## config.mk

```make
export PLATFORM = sky130hd
export DESIGN_NAME = lsc_top
export DESIGN_NICKNAME = d
export VERILOG_FILES = /design/src/lsc_pkg.sv /design/src/lsc_qcw_if.sv /design/src/lsc_sync.sv /design/src/lsc_qcw.sv /design/src/lsc_top.sv
export SDC_FILE = /design/constraint.sdc
export NUM_CORES = 1
export LEC_CHECK = 0
export ABC_AREA = 1
export BUFFER_PORTS_ARGS = -buffer_cell sky130_fd_sc_hd__buf_2
export CAP_MARGIN = 20
export CORE_MARGIN = 8
export CORE_UTILIZATION = 45
export DETAILED_ROUTE_END_ITERATION = 12
export PLACE_DENSITY = 0.65
export SLEW_MARGIN = 0
export SYNTH_ARGS = -nofsm -noshare
export SYNTH_HDL_FRONTEND = slang
export SYNTH_SLANG_ARGS = --single-unit
export TNS_END_PERCENT = 20
```

## constraint.sdc

```tcl
create_clock -name clock -period 5.75 [get_ports clock]
set_input_delay 0 -clock clock [delete_from_list [all_inputs] [get_ports clock]]
set_output_delay 0 -clock clock [all_outputs]
set_load 0.01 [all_outputs]
```

## src/lsc_pkg.sv

```systemverilog
package lsc_pkg;

    // Clock rate and time figures
    localparam int unsigned CLOCK_HZ      = 40_000_000;        // System clock, 25 ns period
    localparam int unsigned SECOND_S      = 1;                 // Delay step, seconds
    localparam int unsigned SEC_CYCLES    = CLOCK_HZ * SECOND_S;
    localparam int unsigned ALARM_TIME_MS = 500;               // Audible alarm length, ms
    localparam int unsigned ALARM_CYCLES  = (CLOCK_HZ / 1000) * ALARM_TIME_MS;

    // Register offsets (byte addresses)
    localparam logic [7:0] REG_CTRL       = 8'h00;
    localparam logic [7:0] REG_DELAY      = 8'h04;
    localparam logic [7:0] REG_VPROT      = 8'h08;
    localparam logic [7:0] REG_ILIM       = 8'h0c;
    localparam logic [7:0] REG_CUR_SET    = 8'h10;
    localparam logic [7:0] REG_PWR_SET    = 8'h14;
    localparam logic [7:0] REG_QCW_PERIOD = 8'h18;
    localparam logic [7:0] REG_QCW_WIDTH  = 8'h1c;
    localparam logic [7:0] REG_STATE      = 8'h20;
    localparam logic [7:0] REG_IRQ_STAT   = 8'h24;
    localparam logic [7:0] REG_IRQ_CLR    = 8'h28;
    localparam logic [7:0] REG_IRQ_EN     = 8'h2c;

    // Control register fields
    localparam int CTRL_POL_BIT  = 0;                          // 0 anode grounded, 1 cathode
    localparam int CTRL_MODE_BIT = 1;                          // 0 constant current, 1 power
    localparam int CTRL_INH_LSB  = 2;                          // Two-bit inhibit mode
    localparam int CTRL_QCW_BIT  = 4;                          // Pulse pattern enable
    localparam logic [4:0] CTRL_RESET = 5'h00;

    // Inhibit mode codes
    localparam logic [1:0] INH_NONE = 2'h0;
    localparam logic [1:0] INH_AUTO = 2'h1;
    localparam logic [1:0] INH_PROT = 2'h2;

    // Programmable ranges and reset values
    localparam logic [5:0]  DELAY_MAX_S   = 6'h3c;             // 60 s
    localparam logic [5:0]  DELAY_RESET_S = 6'h03;             // 3 s
    localparam logic [15:0] VPROT_MIN_MV  = 16'h03e8;          // 1 V
    localparam logic [15:0] VPROT_MAX_MV  = 16'h2af8;          // 11 V
    localparam logic [15:0] ILIM_MIN_MA   = 16'h0005;          // 5 mA
    localparam logic [15:0] ILIM_MAX_MA   = 16'h13ba;          // 5.05 A model

    // Interrupt / status bits
    localparam int IRQ_ILK  = 0;                               // Interlock opened
    localparam int IRQ_ENF  = 1;                               // Enable input fault
    localparam int IRQ_OV   = 2;                               // Overvoltage trip
    localparam int IRQ_REF  = 3;                               // Switch-on refused or aborted
    localparam int IRQ_BITS = 4;

    // Output sequence states
    typedef enum logic [1:0] {ST_OFF, ST_DELAY, ST_ON} lsc_state_t;

endpackage : lsc_pkg

```

## src/lsc_qcw_if.sv

```systemverilog
`timescale 1ns/1ps
interface lsc_qcw_if;
    logic        enable;                                       // Pattern runs while high
    logic [23:0] period;                                       // Cycles per pulse period
    logic [23:0] width;                                        // Cycles high per period
    logic        trig;                                         // Pattern level

    modport ctrl (output enable, output period, output width, input trig);
    modport gen  (input enable, input period, input width, output trig);
endinterface : lsc_qcw_if

```

## src/lsc_sync.sv

```systemverilog
`timescale 1ns/1ps
module lsc_sync #(
    parameter int         WIDTH    = 2,
    parameter logic [1:0] RST_VAL  = 2'h0
) (
    // Clock and reset
    input  wire logic             clock,
    input  wire logic             rstn,
    // Data
    input  wire logic [WIDTH-1:0] d,
    output logic      [WIDTH-1:0] q
);
    logic [WIDTH-1:0] stage;                                   // First stage, read by q only

    // Two-flop synchroniser
    always_ff @(posedge clock or negedge rstn) begin
        if (!rstn) begin
            stage <= RST_VAL[WIDTH-1:0];
            q     <= RST_VAL[WIDTH-1:0];
        end else begin
            stage <= d;
            q     <= stage;
        end
    end
endmodule : lsc_sync

```

## src/lsc_qcw.sv

```systemverilog
`timescale 1ns/1ps
module lsc_qcw (
    // Clock and reset
    input  wire logic clock,
    input  wire logic rstn,
    // Pattern settings and level
    lsc_qcw_if.gen    qcw
);
    logic [23:0] count;                                        // Position in period

    // Period counter, held at zero while idle
    always_ff @(posedge clock or negedge rstn) begin
        if (!rstn) begin
            count <= 24'h000000;
        end else if (!qcw.enable || count + 24'h000001 >= qcw.period) begin
            count <= 24'h000000;
        end else begin
            count <= count + 24'h000001;
        end
    end

    // Pattern level: high for the first width cycles of each period
    always_ff @(posedge clock or negedge rstn) begin
        if (!rstn) begin
            qcw.trig <= 1'b0;
        end else begin
            qcw.trig <= qcw.enable && (count < qcw.width);
        end
    end
endmodule : lsc_qcw

```

## src/lsc_top.sv

```systemverilog
// Our own choices: the strobed register port and the placing of the registers.
`timescale 1ns/1ps
module lsc_top
    import lsc_pkg::*;
#(
    parameter int unsigned SEC_COUNT   = SEC_CYCLES,           // Cycles per delay second
    parameter int unsigned ALARM_COUNT = ALARM_CYCLES,         // Alarm length in cycles
    parameter logic [15:0] ILIM_TOP_MA = ILIM_MAX_MA           // Model current ceiling
) (
    // Clock and reset
    input  wire logic        clock,
    input  wire logic        rstn,
    // Register port
    input  wire logic [7:0]  reg_addr,
    input  wire logic [31:0] reg_wdata,
    input  wire logic        reg_wr,
    input  wire logic        reg_rd,
    output logic      [31:0] reg_rdata,
    // Front panel
    input  wire logic        laser_on_key,
    input  wire logic        laser_off_key,
    // Field inputs
    input  wire logic        interlock_sense,
    input  wire logic        external_enable_input,
    input  wire logic [15:0] laser_voltage_mv,
    input  wire logic [15:0] feedback_value,
    // Outputs
    output logic             interlock_drive,
    output logic             key_led_red,
    output logic             alarm_beep,
    output logic             error_flag,
    output logic             drive_pin_cathode,
    output logic             drive_pin_anode,
    output logic      [15:0] drive_current_ma,
    output logic             trigger_out,
    output logic             irq
);
    // Clamp a written value into a range
    function automatic logic [15:0] clamp16(input logic [15:0] v, input logic [15:0] lo,
                                            input logic [15:0] hi);
        if (v < lo) begin
            return lo;
        end else if (v > hi) begin
            return hi;
        end
        return v;
    endfunction : clamp16

    // Configuration registers
    logic [4:0]          ctrl;                                 // Polarity, mode, inhibit, qcw
    logic [5:0]          delay_s;                              // Switch-on delay, seconds
    logic [15:0]         vprot_mv;                             // Overvoltage threshold
    logic [15:0]         ilim_ma;                              // Current limit
    logic [15:0]         cur_set_ma;                           // Constant current setpoint
    logic [15:0]         pwr_set;                              // Feedback setpoint
    logic [23:0]         qcw_period;                           // Pulse period, cycles
    logic [23:0]         qcw_width;                            // Pulse width, cycles
    logic [IRQ_BITS-1:0] irq_stat;                             // Sticky events
    logic [IRQ_BITS-1:0] irq_en;                               // Event mask

    // Sequence state
    lsc_state_t  state;                                        // Output sequence
    logic [5:0]  sec_cnt;                                      // Elapsed delay seconds
    logic [31:0] tick_cnt;                                     // Cycles within a second
    logic        key_q;                                        // Previous key level
    logic        prot_latch;                                   // Protection-mode latch
    logic [31:0] alarm_cnt;                                    // Alarm cycles left
    logic [15:0] cp_level;                                     // Power-loop current

    // Derived terms
    logic        ilk_closed;                                   // Synchronised interlock
    logic        en_high;                                      // Synchronised enable
    logic [1:0]  inh;                                          // Inhibit mode
    logic        key_rise;                                     // New laser-on press
    logic        over_v;                                       // Overvoltage now
    logic        start_ok;                                     // Switch-on checks pass
    logic        delay_done;                                   // Delay elapsed
    logic        current_on;                                   // Current flowing
    logic        ev_ilk, ev_enf, ev_ov, ev_ref;                // Event terms, high while each condition holds
    logic [15:0] target_ma;                                    // Unclamped drive request
    logic [IRQ_BITS-1:0] events;                               // Events packed

    lsc_qcw_if qcw_bus ();

    // Enable idles high, interlock idles open
    lsc_sync #(.WIDTH(2), .RST_VAL(2'h2)) u_sync (
        .clock (clock),
        .rstn  (rstn),
        .d     ({external_enable_input, interlock_sense}),
        .q     ({en_high, ilk_closed})
    );

    // Pulse pattern generator
    lsc_qcw u_qcw (
        .clock (clock),
        .rstn  (rstn),
        .qcw   (qcw_bus.gen)
    );

    assign qcw_bus.enable = ctrl[CTRL_QCW_BIT] && current_on;
    assign qcw_bus.period = qcw_period;
    assign qcw_bus.width  = qcw_width;

    // Combinational checks and events
    assign inh        = ctrl[CTRL_INH_LSB +: 2];
    assign key_rise   = laser_on_key && !key_q;
    assign over_v     = laser_voltage_mv >= vprot_mv;
    assign start_ok   = ilk_closed && !over_v && !(inh == INH_PROT && !en_high);
    assign delay_done = (sec_cnt + 6'h01 >= delay_s) && (tick_cnt + 32'h1 >= SEC_COUNT);
    assign current_on = (state == ST_ON) && !(inh == INH_AUTO && !en_high);
    assign ev_ilk     = (state != ST_OFF) && !ilk_closed;
    assign ev_ov      = (state == ST_ON) && over_v;
    assign ev_enf     = (state != ST_OFF) && inh != INH_NONE && !en_high;
    assign ev_ref     = ((state == ST_OFF) && key_rise && !start_ok)
                      || ((state == ST_DELAY) && delay_done && !start_ok);
    assign events     = {ev_ref, ev_ov, ev_enf, ev_ilk};

    // Key edge memory
    always_ff @(posedge clock or negedge rstn) begin
        if (!rstn) begin
            key_q <= 1'b0;
        end else begin
            key_q <= laser_on_key;
        end
    end

    // Output sequence
    always_ff @(posedge clock or negedge rstn) begin
        if (!rstn) begin
            state <= ST_OFF;
        end else begin
            unique case (state)
                ST_OFF: begin
                    if (key_rise && start_ok) begin
                        state <= (delay_s == 6'h00) ? ST_ON : ST_DELAY;
                    end
                end
                ST_DELAY: begin
                    if (laser_off_key || !ilk_closed) begin
                        state <= ST_OFF;
                    end else if (delay_done) begin
                        state <= start_ok ? ST_ON : ST_OFF;
                    end
                end
                ST_ON: begin
                    if (!ilk_closed) begin
                        state <= ST_OFF;
                    end else if (over_v) begin
                        state <= ST_OFF;
                    end else if (inh == INH_PROT && !en_high) begin
                        state <= ST_OFF;
                    end else if (laser_off_key) begin
                        state <= ST_OFF;
                    end
                end
            endcase
        end
    end

    // Delay timer, runs only in the delay state
    always_ff @(posedge clock or negedge rstn) begin
        if (!rstn) begin
            sec_cnt  <= 6'h00;
            tick_cnt <= 32'h0;
        end else if (state != ST_DELAY) begin
            sec_cnt  <= 6'h00;
            tick_cnt <= 32'h0;
        end else if (tick_cnt + 32'h1 >= SEC_COUNT) begin
            tick_cnt <= 32'h0;
            sec_cnt  <= sec_cnt + 6'h01;
        end else begin
            tick_cnt <= tick_cnt + 32'h1;
        end
    end

    // Protection latch, released only by a fresh key press
    always_ff @(posedge clock or negedge rstn) begin
        if (!rstn) begin
            prot_latch <= 1'b0;
        end else if (state == ST_ON && inh == INH_PROT && !en_high) begin
            prot_latch <= 1'b1;
        end else if (key_rise) begin
            prot_latch <= 1'b0;
        end
    end

    // Alarm timer, loaded when interlock opens in the on state
    always_ff @(posedge clock or negedge rstn) begin
        if (!rstn) begin
            alarm_cnt <= 32'h0;
        end else if (state == ST_ON && !ilk_closed) begin
            alarm_cnt <= ALARM_COUNT;
        end else if (alarm_cnt != 32'h0) begin
            alarm_cnt <= alarm_cnt - 32'h1;
        end
    end

    // Constant power loop: step current toward feedback setpoint
    always_ff @(posedge clock or negedge rstn) begin
        if (!rstn) begin
            cp_level <= 16'h0000;
        end else if (!current_on || !ctrl[CTRL_MODE_BIT]) begin
            cp_level <= 16'h0000;
        end else if (feedback_value < pwr_set && cp_level < ilim_ma) begin
            cp_level <= cp_level + 16'h0001;
        end else if (feedback_value > pwr_set && cp_level != 16'h0000) begin
            cp_level <= cp_level - 16'h0001;
        end
    end

    assign target_ma = ctrl[CTRL_MODE_BIT] ? cp_level : cur_set_ma;

    // Registered field outputs
    always_ff @(posedge clock or negedge rstn) begin
        if (!rstn) begin
            interlock_drive   <= 1'b0;
            key_led_red       <= 1'b0;
            alarm_beep        <= 1'b0;
            error_flag        <= 1'b0;
            drive_pin_cathode <= 1'b0;
            drive_pin_anode   <= 1'b0;
            drive_current_ma  <= 16'h0000;
            trigger_out       <= 1'b0;
        end else begin
            interlock_drive   <= current_on;
            key_led_red       <= !ilk_closed;
            error_flag        <= !ilk_closed;
            alarm_beep        <= (alarm_cnt != 32'h0)
                               || (state == ST_ON && !ilk_closed);
            drive_pin_cathode <= current_on && !ctrl[CTRL_POL_BIT];
            drive_pin_anode   <= current_on && ctrl[CTRL_POL_BIT];
            drive_current_ma  <= !current_on ? 16'h0000
                               : (target_ma > ilim_ma) ? ilim_ma : target_ma;
            trigger_out       <= qcw_bus.trig;
        end
    end

    // Configuration writes
    always_ff @(posedge clock or negedge rstn) begin
        if (!rstn) begin
            ctrl       <= CTRL_RESET;
            delay_s    <= DELAY_RESET_S;
            vprot_mv   <= VPROT_MAX_MV;
            ilim_ma    <= ILIM_TOP_MA;
            cur_set_ma <= 16'h0000;
            pwr_set    <= 16'h0000;
            qcw_period <= 24'h000000;
            qcw_width  <= 24'h000000;
            irq_en     <= '0;
        end else if (reg_wr) begin
            unique case (reg_addr)
                REG_CTRL:       ctrl       <= reg_wdata[4:0];
                REG_DELAY:      delay_s    <= 6'(clamp16({10'h000, reg_wdata[5:0]}, 16'h0000,
                                                      {10'h000, DELAY_MAX_S}));
                REG_VPROT:      vprot_mv   <= clamp16(reg_wdata[15:0], VPROT_MIN_MV,
                                                      VPROT_MAX_MV);
                REG_ILIM:       ilim_ma    <= clamp16(reg_wdata[15:0], ILIM_MIN_MA,
                                                      ILIM_TOP_MA);
                REG_CUR_SET:    cur_set_ma <= reg_wdata[15:0];
                REG_PWR_SET:    pwr_set    <= reg_wdata[15:0];
                REG_QCW_PERIOD: qcw_period <= reg_wdata[23:0];
                REG_QCW_WIDTH:  qcw_width  <= reg_wdata[23:0];
                REG_IRQ_EN:     irq_en     <= reg_wdata[IRQ_BITS-1:0];
                default: ;
            endcase
        end
    end

    // Sticky status: a new event wins over a clear in the same cycle
    always_ff @(posedge clock or negedge rstn) begin
        if (!rstn) begin
            irq_stat <= '0;
        end else begin
            irq_stat <= (irq_stat & ~((reg_wr && reg_addr == REG_IRQ_CLR)
                                      ? reg_wdata[IRQ_BITS-1:0] : '0)) | events;
        end
    end

    // Level interrupt
    always_ff @(posedge clock or negedge rstn) begin
        if (!rstn) begin
            irq <= 1'b0;
        end else begin
            irq <= |(irq_stat & irq_en);
        end
    end

    // Read data, valid only in the cycle after the strobe
    always_ff @(posedge clock or negedge rstn) begin
        if (!rstn) begin
            reg_rdata <= 32'h0;
        end else if (!reg_rd) begin
            reg_rdata <= 32'h0;
        end else begin
            unique case (reg_addr)
                REG_CTRL:       reg_rdata <= {27'h0, ctrl};
                REG_DELAY:      reg_rdata <= {26'h0, delay_s};
                REG_VPROT:      reg_rdata <= {16'h0, vprot_mv};
                REG_ILIM:       reg_rdata <= {16'h0, ilim_ma};
                REG_CUR_SET:    reg_rdata <= {16'h0, cur_set_ma};
                REG_PWR_SET:    reg_rdata <= {16'h0, pwr_set};
                REG_QCW_PERIOD: reg_rdata <= {8'h0, qcw_period};
                REG_QCW_WIDTH:  reg_rdata <= {8'h0, qcw_width};
                REG_STATE:      reg_rdata <= {26'h0, prot_latch, en_high, ilk_closed,
                                              current_on, state};
                REG_IRQ_STAT:   reg_rdata <= {28'h0, irq_stat};
                REG_IRQ_EN:     reg_rdata <= {28'h0, irq_en};
                default:        reg_rdata <= 32'h0;
            endcase
        end
    end

endmodule : lsc_top

```

==> flow_summary.ini <==
[finish]
final_common_cell = nand2_1
drive_above_1_share_pct = 11.14
diodes = 0
nFillCells = 3644
ff_latch_area_um2 = 7457
nets = 2623
design_area_um2 = 20460
instances_no_fill = 2950
multi_input_comb_area_um2 = 8652
area_growth_pct = 16.11
final_cell_mix = nand2_1, inv_1, dfrtp_1
post-route-util_pct = 52.94

[detailed_routing]
vias = 15680
first_pass_iters = 6
drc = 0
ant_nets = 0
via_per_inst = 5.315
wl_per_cell_um = 17.14
drtIter0Drc = 1107
drt-total-wl_um = 50550

[synthesis]
synth-async-reset-ratio_pct = 100.0
synth_cell_type_count = 57
synth_edf_count = 0
ys_warn_count = 0
syn-cell-area_um2 = 17620
yosysSeqAreaShare_pct = 42.32
synth-seq-cells = 297
synthFlopType = dfrtp_1
syn_avg_cell_area_um2 = 7.869
syn_inst = 2239

[clocking]
cts_inserted_buffers = 38
htree_levels = 2
cts_tree = built
clk_path_buf_depth = 3
clk_latency_ps = 560
cts.repair.resized = 0
clk_pin_slew_ps = 60
clock-root-buffer = clkbuf_16
cts_setup_buffers = 0
cts_sinks = 297

[floorplanning]
dieWidth_um = 213.9
rows = 72
core_area_um2 = 38650
initial_core_util_pct = 45.59
dieArea_um2 = 45740
pin_count = 136
die_h_um = 213.9

[global_routing]
grt_use_total_pct = 22.50
first_global_vias = 15380
grt_pass1_wl_um = 81510
antenna_found_initial = 0
overflow = 0
grt_max_degree = 129

[setup_path]
critPathTopFamily = compound AO/OA/AOI/OAI gates
worst-setup-path-type = reg -> reg
critPathCaptureType = flop
r2r_start = pwr_set[1]
cp_max_fo = 16
critical_path_arrival_ps = 4870
worst_path_largest_cell_delay_ps = 570
cp.required_ps = 6240
startpoint = pwr_set[1]
path_buf_inv = 1
start_kind = flop
worst_path_max_delay_cell = ha_1
worstPathCellList = inv_1 > ha_1 > a21oi_1 > o21ai_0 > nand2_1 > o211ai_1 > a21oi_1 > nand3_1 > ha_1 > nand2_1 > o21ai_0 > a31oi_1 > o21ai_0 > a21oi_1 > o21ai_0 > xor2_1 > nand2_1 > nand2_1

[timing]
clock.fmax_ghz = 0.2284
tightest_slew_ps = 1060
hold_ws_ps = 64.91
relSlewSlack_pct = 29.31
finalClockSkew_ps = 31.87
slew_viol_final = 0
setup_ws_ps = 1372
fin_crit_ps = 4378
totalNegativeSetupSlack_ps = 0
rsz0062_at_grt = no
hold_violations = 0
setup_viol = 0
finalCritPeriodShare_pct = 76.15

[worst_hold_path]
hold_path_startpoint = reg_addr[3]
min_path_type = in -> reg

[placed_design]
routabilityCongestion = 0.9174
dpl_cell_area_um2 = 18770
dp_hpwl_um = 37740
placedCellCount = 2845
portBuffers = 119
place_ws_ps = 1355

[outcome]
status = finished clean

[pwr]
total_power_mw = 5.715
powerDensity_nw_per_um2 = 279.3
peakVddDrop_uv = 202.0
leakagePower_nw = 10.02

[run]
maxCapViolCount = 0
-- worst paths after layout --
| check | to | slack [ps] | cells after the start |
|---|---|---|---|
| setup / recovery | cp_level[11] | 1370 | 18 |
| hold / removal | irq_stat[2] | 60 | 6 |
| setup reg to reg | cp_level[11] | 1370 | 18 |
| hold reg to reg | trigger_out | 350 | 0 |
| max in group asynchronous | cp_level[4] | 4160 | 3 |
| min in group asynchronous | alarm_cnt[5] | 120 | 2 |
-- where the power goes --
| group | switching (mW) | leakage, nW | total, mW | internal (mW) |
|---|---|---|---|---|
| sequential | 0.137 | 3.87 | 2.40 | 2.26 |
| combinational | 0.535 | 5.51 | 0.837 | 0.302 |
| clock | 0.935 | 0.648 | 2.48 | 1.54 |
| total | 1.61 | 10.0 | 5.71 | 4.11 |
-- worst register-to-register path: stages, from the launching register on --
cell and delay [ps]:
dfrtp_1 380, inv_1 60, ha_1 280, a21oi_1 150, o21ai_0 170, nand2_1 100
o211ai_1 120, a21oi_1 290, nand3_1 550, ha_1 570, nand2_1 60, o21ai_0 270
a31oi_1 220, o21ai_0 390, a21oi_1 160, o21ai_0 240, xor2_1 180, nand2_1 60
nand2_1 60
-- state kept, by name, indices dropped and copies added, names as in the netlist, 2 cells and up --
register / cells
alarm_cnt: 32
tick_cnt: 32
qcw_bus.period: 24
qcw_bus.width: 24
reg_rdata: 24
u_qcw.count: 24
cp_level: 16
cur_set_ma: 16
drive_current_ma: 16
ilim_ma: 16
pwr_set: 16
vprot_mv: 16
delay_s: 6
sec_cnt: 6
ctrl: 5
irq_en: 4
irq_stat: 4
state: 2
u_sync.q: 2
u_sync.stage: 2
-- cells in the mapped netlist, types with 7 or more instances --
library cell | instances | area, um^2
nand4_1 | 21 | 131.4
buf_4 | 9 | 67.56
nor2_1 | 220 | 825.8
o21a_1 | 13 | 97.59
nor2_4 | 12 | 135.1
nor2_2 | 20 | 125.1
nor4_1 | 12 | 75.07
dfstp_2 | 20 | 525.5
clkbuf_1 | 45 | 168.9
a21oi_1 | 122 | 610.6
o22ai_1 | 50 | 312.8
o21ai_0 | 200 | 1001
xor2_1 | 28 | 245.2
a221oi_1 | 7 | 61.31
xnor2_1 | 10 | 87.58
nand3b_1 | 9 | 67.56
a211oi_1 | 10 | 75.07
nand2_1 | 454 | 1704
dfrtp_1 | 277 | 6932
or2_2 | 7 | 43.79
a22oi_1 | 7 | 52.55
ha_1 | 139 | 1739
nor3_1 | 43 | 215.2
inv_1 | 338 | 1269
nand3_1 | 99 | 495.5
-- cells by family after synthesis --
family / share of synthesized area (%)
AOI/OAI and AO/OA: 14.32
xor gates and xnor gates: 1.889
adders and majority gates: 9.984
buffers and inverters: 8.891
DFF: 42.32
muxes: 0.2556
other: 0.02128
and+or+nand+nor: 22.32
-- final cells by class --
| cell class | count | area share [%] |
|---|---|---|
| clock buffers | 56 | 5.523 |
| flip-flops and latches | 297 | 36.45 |
| repair buffers | 169 | 5.382 |
| well taps | 518 | 3.168 |
| inverters | 344 | 6.324 |
| multi-input cells | 1553 | 42.29 |
| clock inverters | 13 | 0.8623 |
-- per-layer routing --
layer	GRT usage (%)	routed length, um	vias up	part of all wire, %
li1	-	-	7672	-
met1	29.69	22460	7431	44
met2	36.24	22990	483	45
met3	4.809	3358	94	6.6
met4	7.965	1746	0	3.5
met5	0	0	-	0
-- repair_timing --
| item | in CTS | in global routing |
|---|---|---|
| hold endpoints to repair | 219 | 0 |
| hold buffers | 35 | 0 |
| setup endpoints to repair | 0 | 0 |
(Power assumes the default switching activity.)
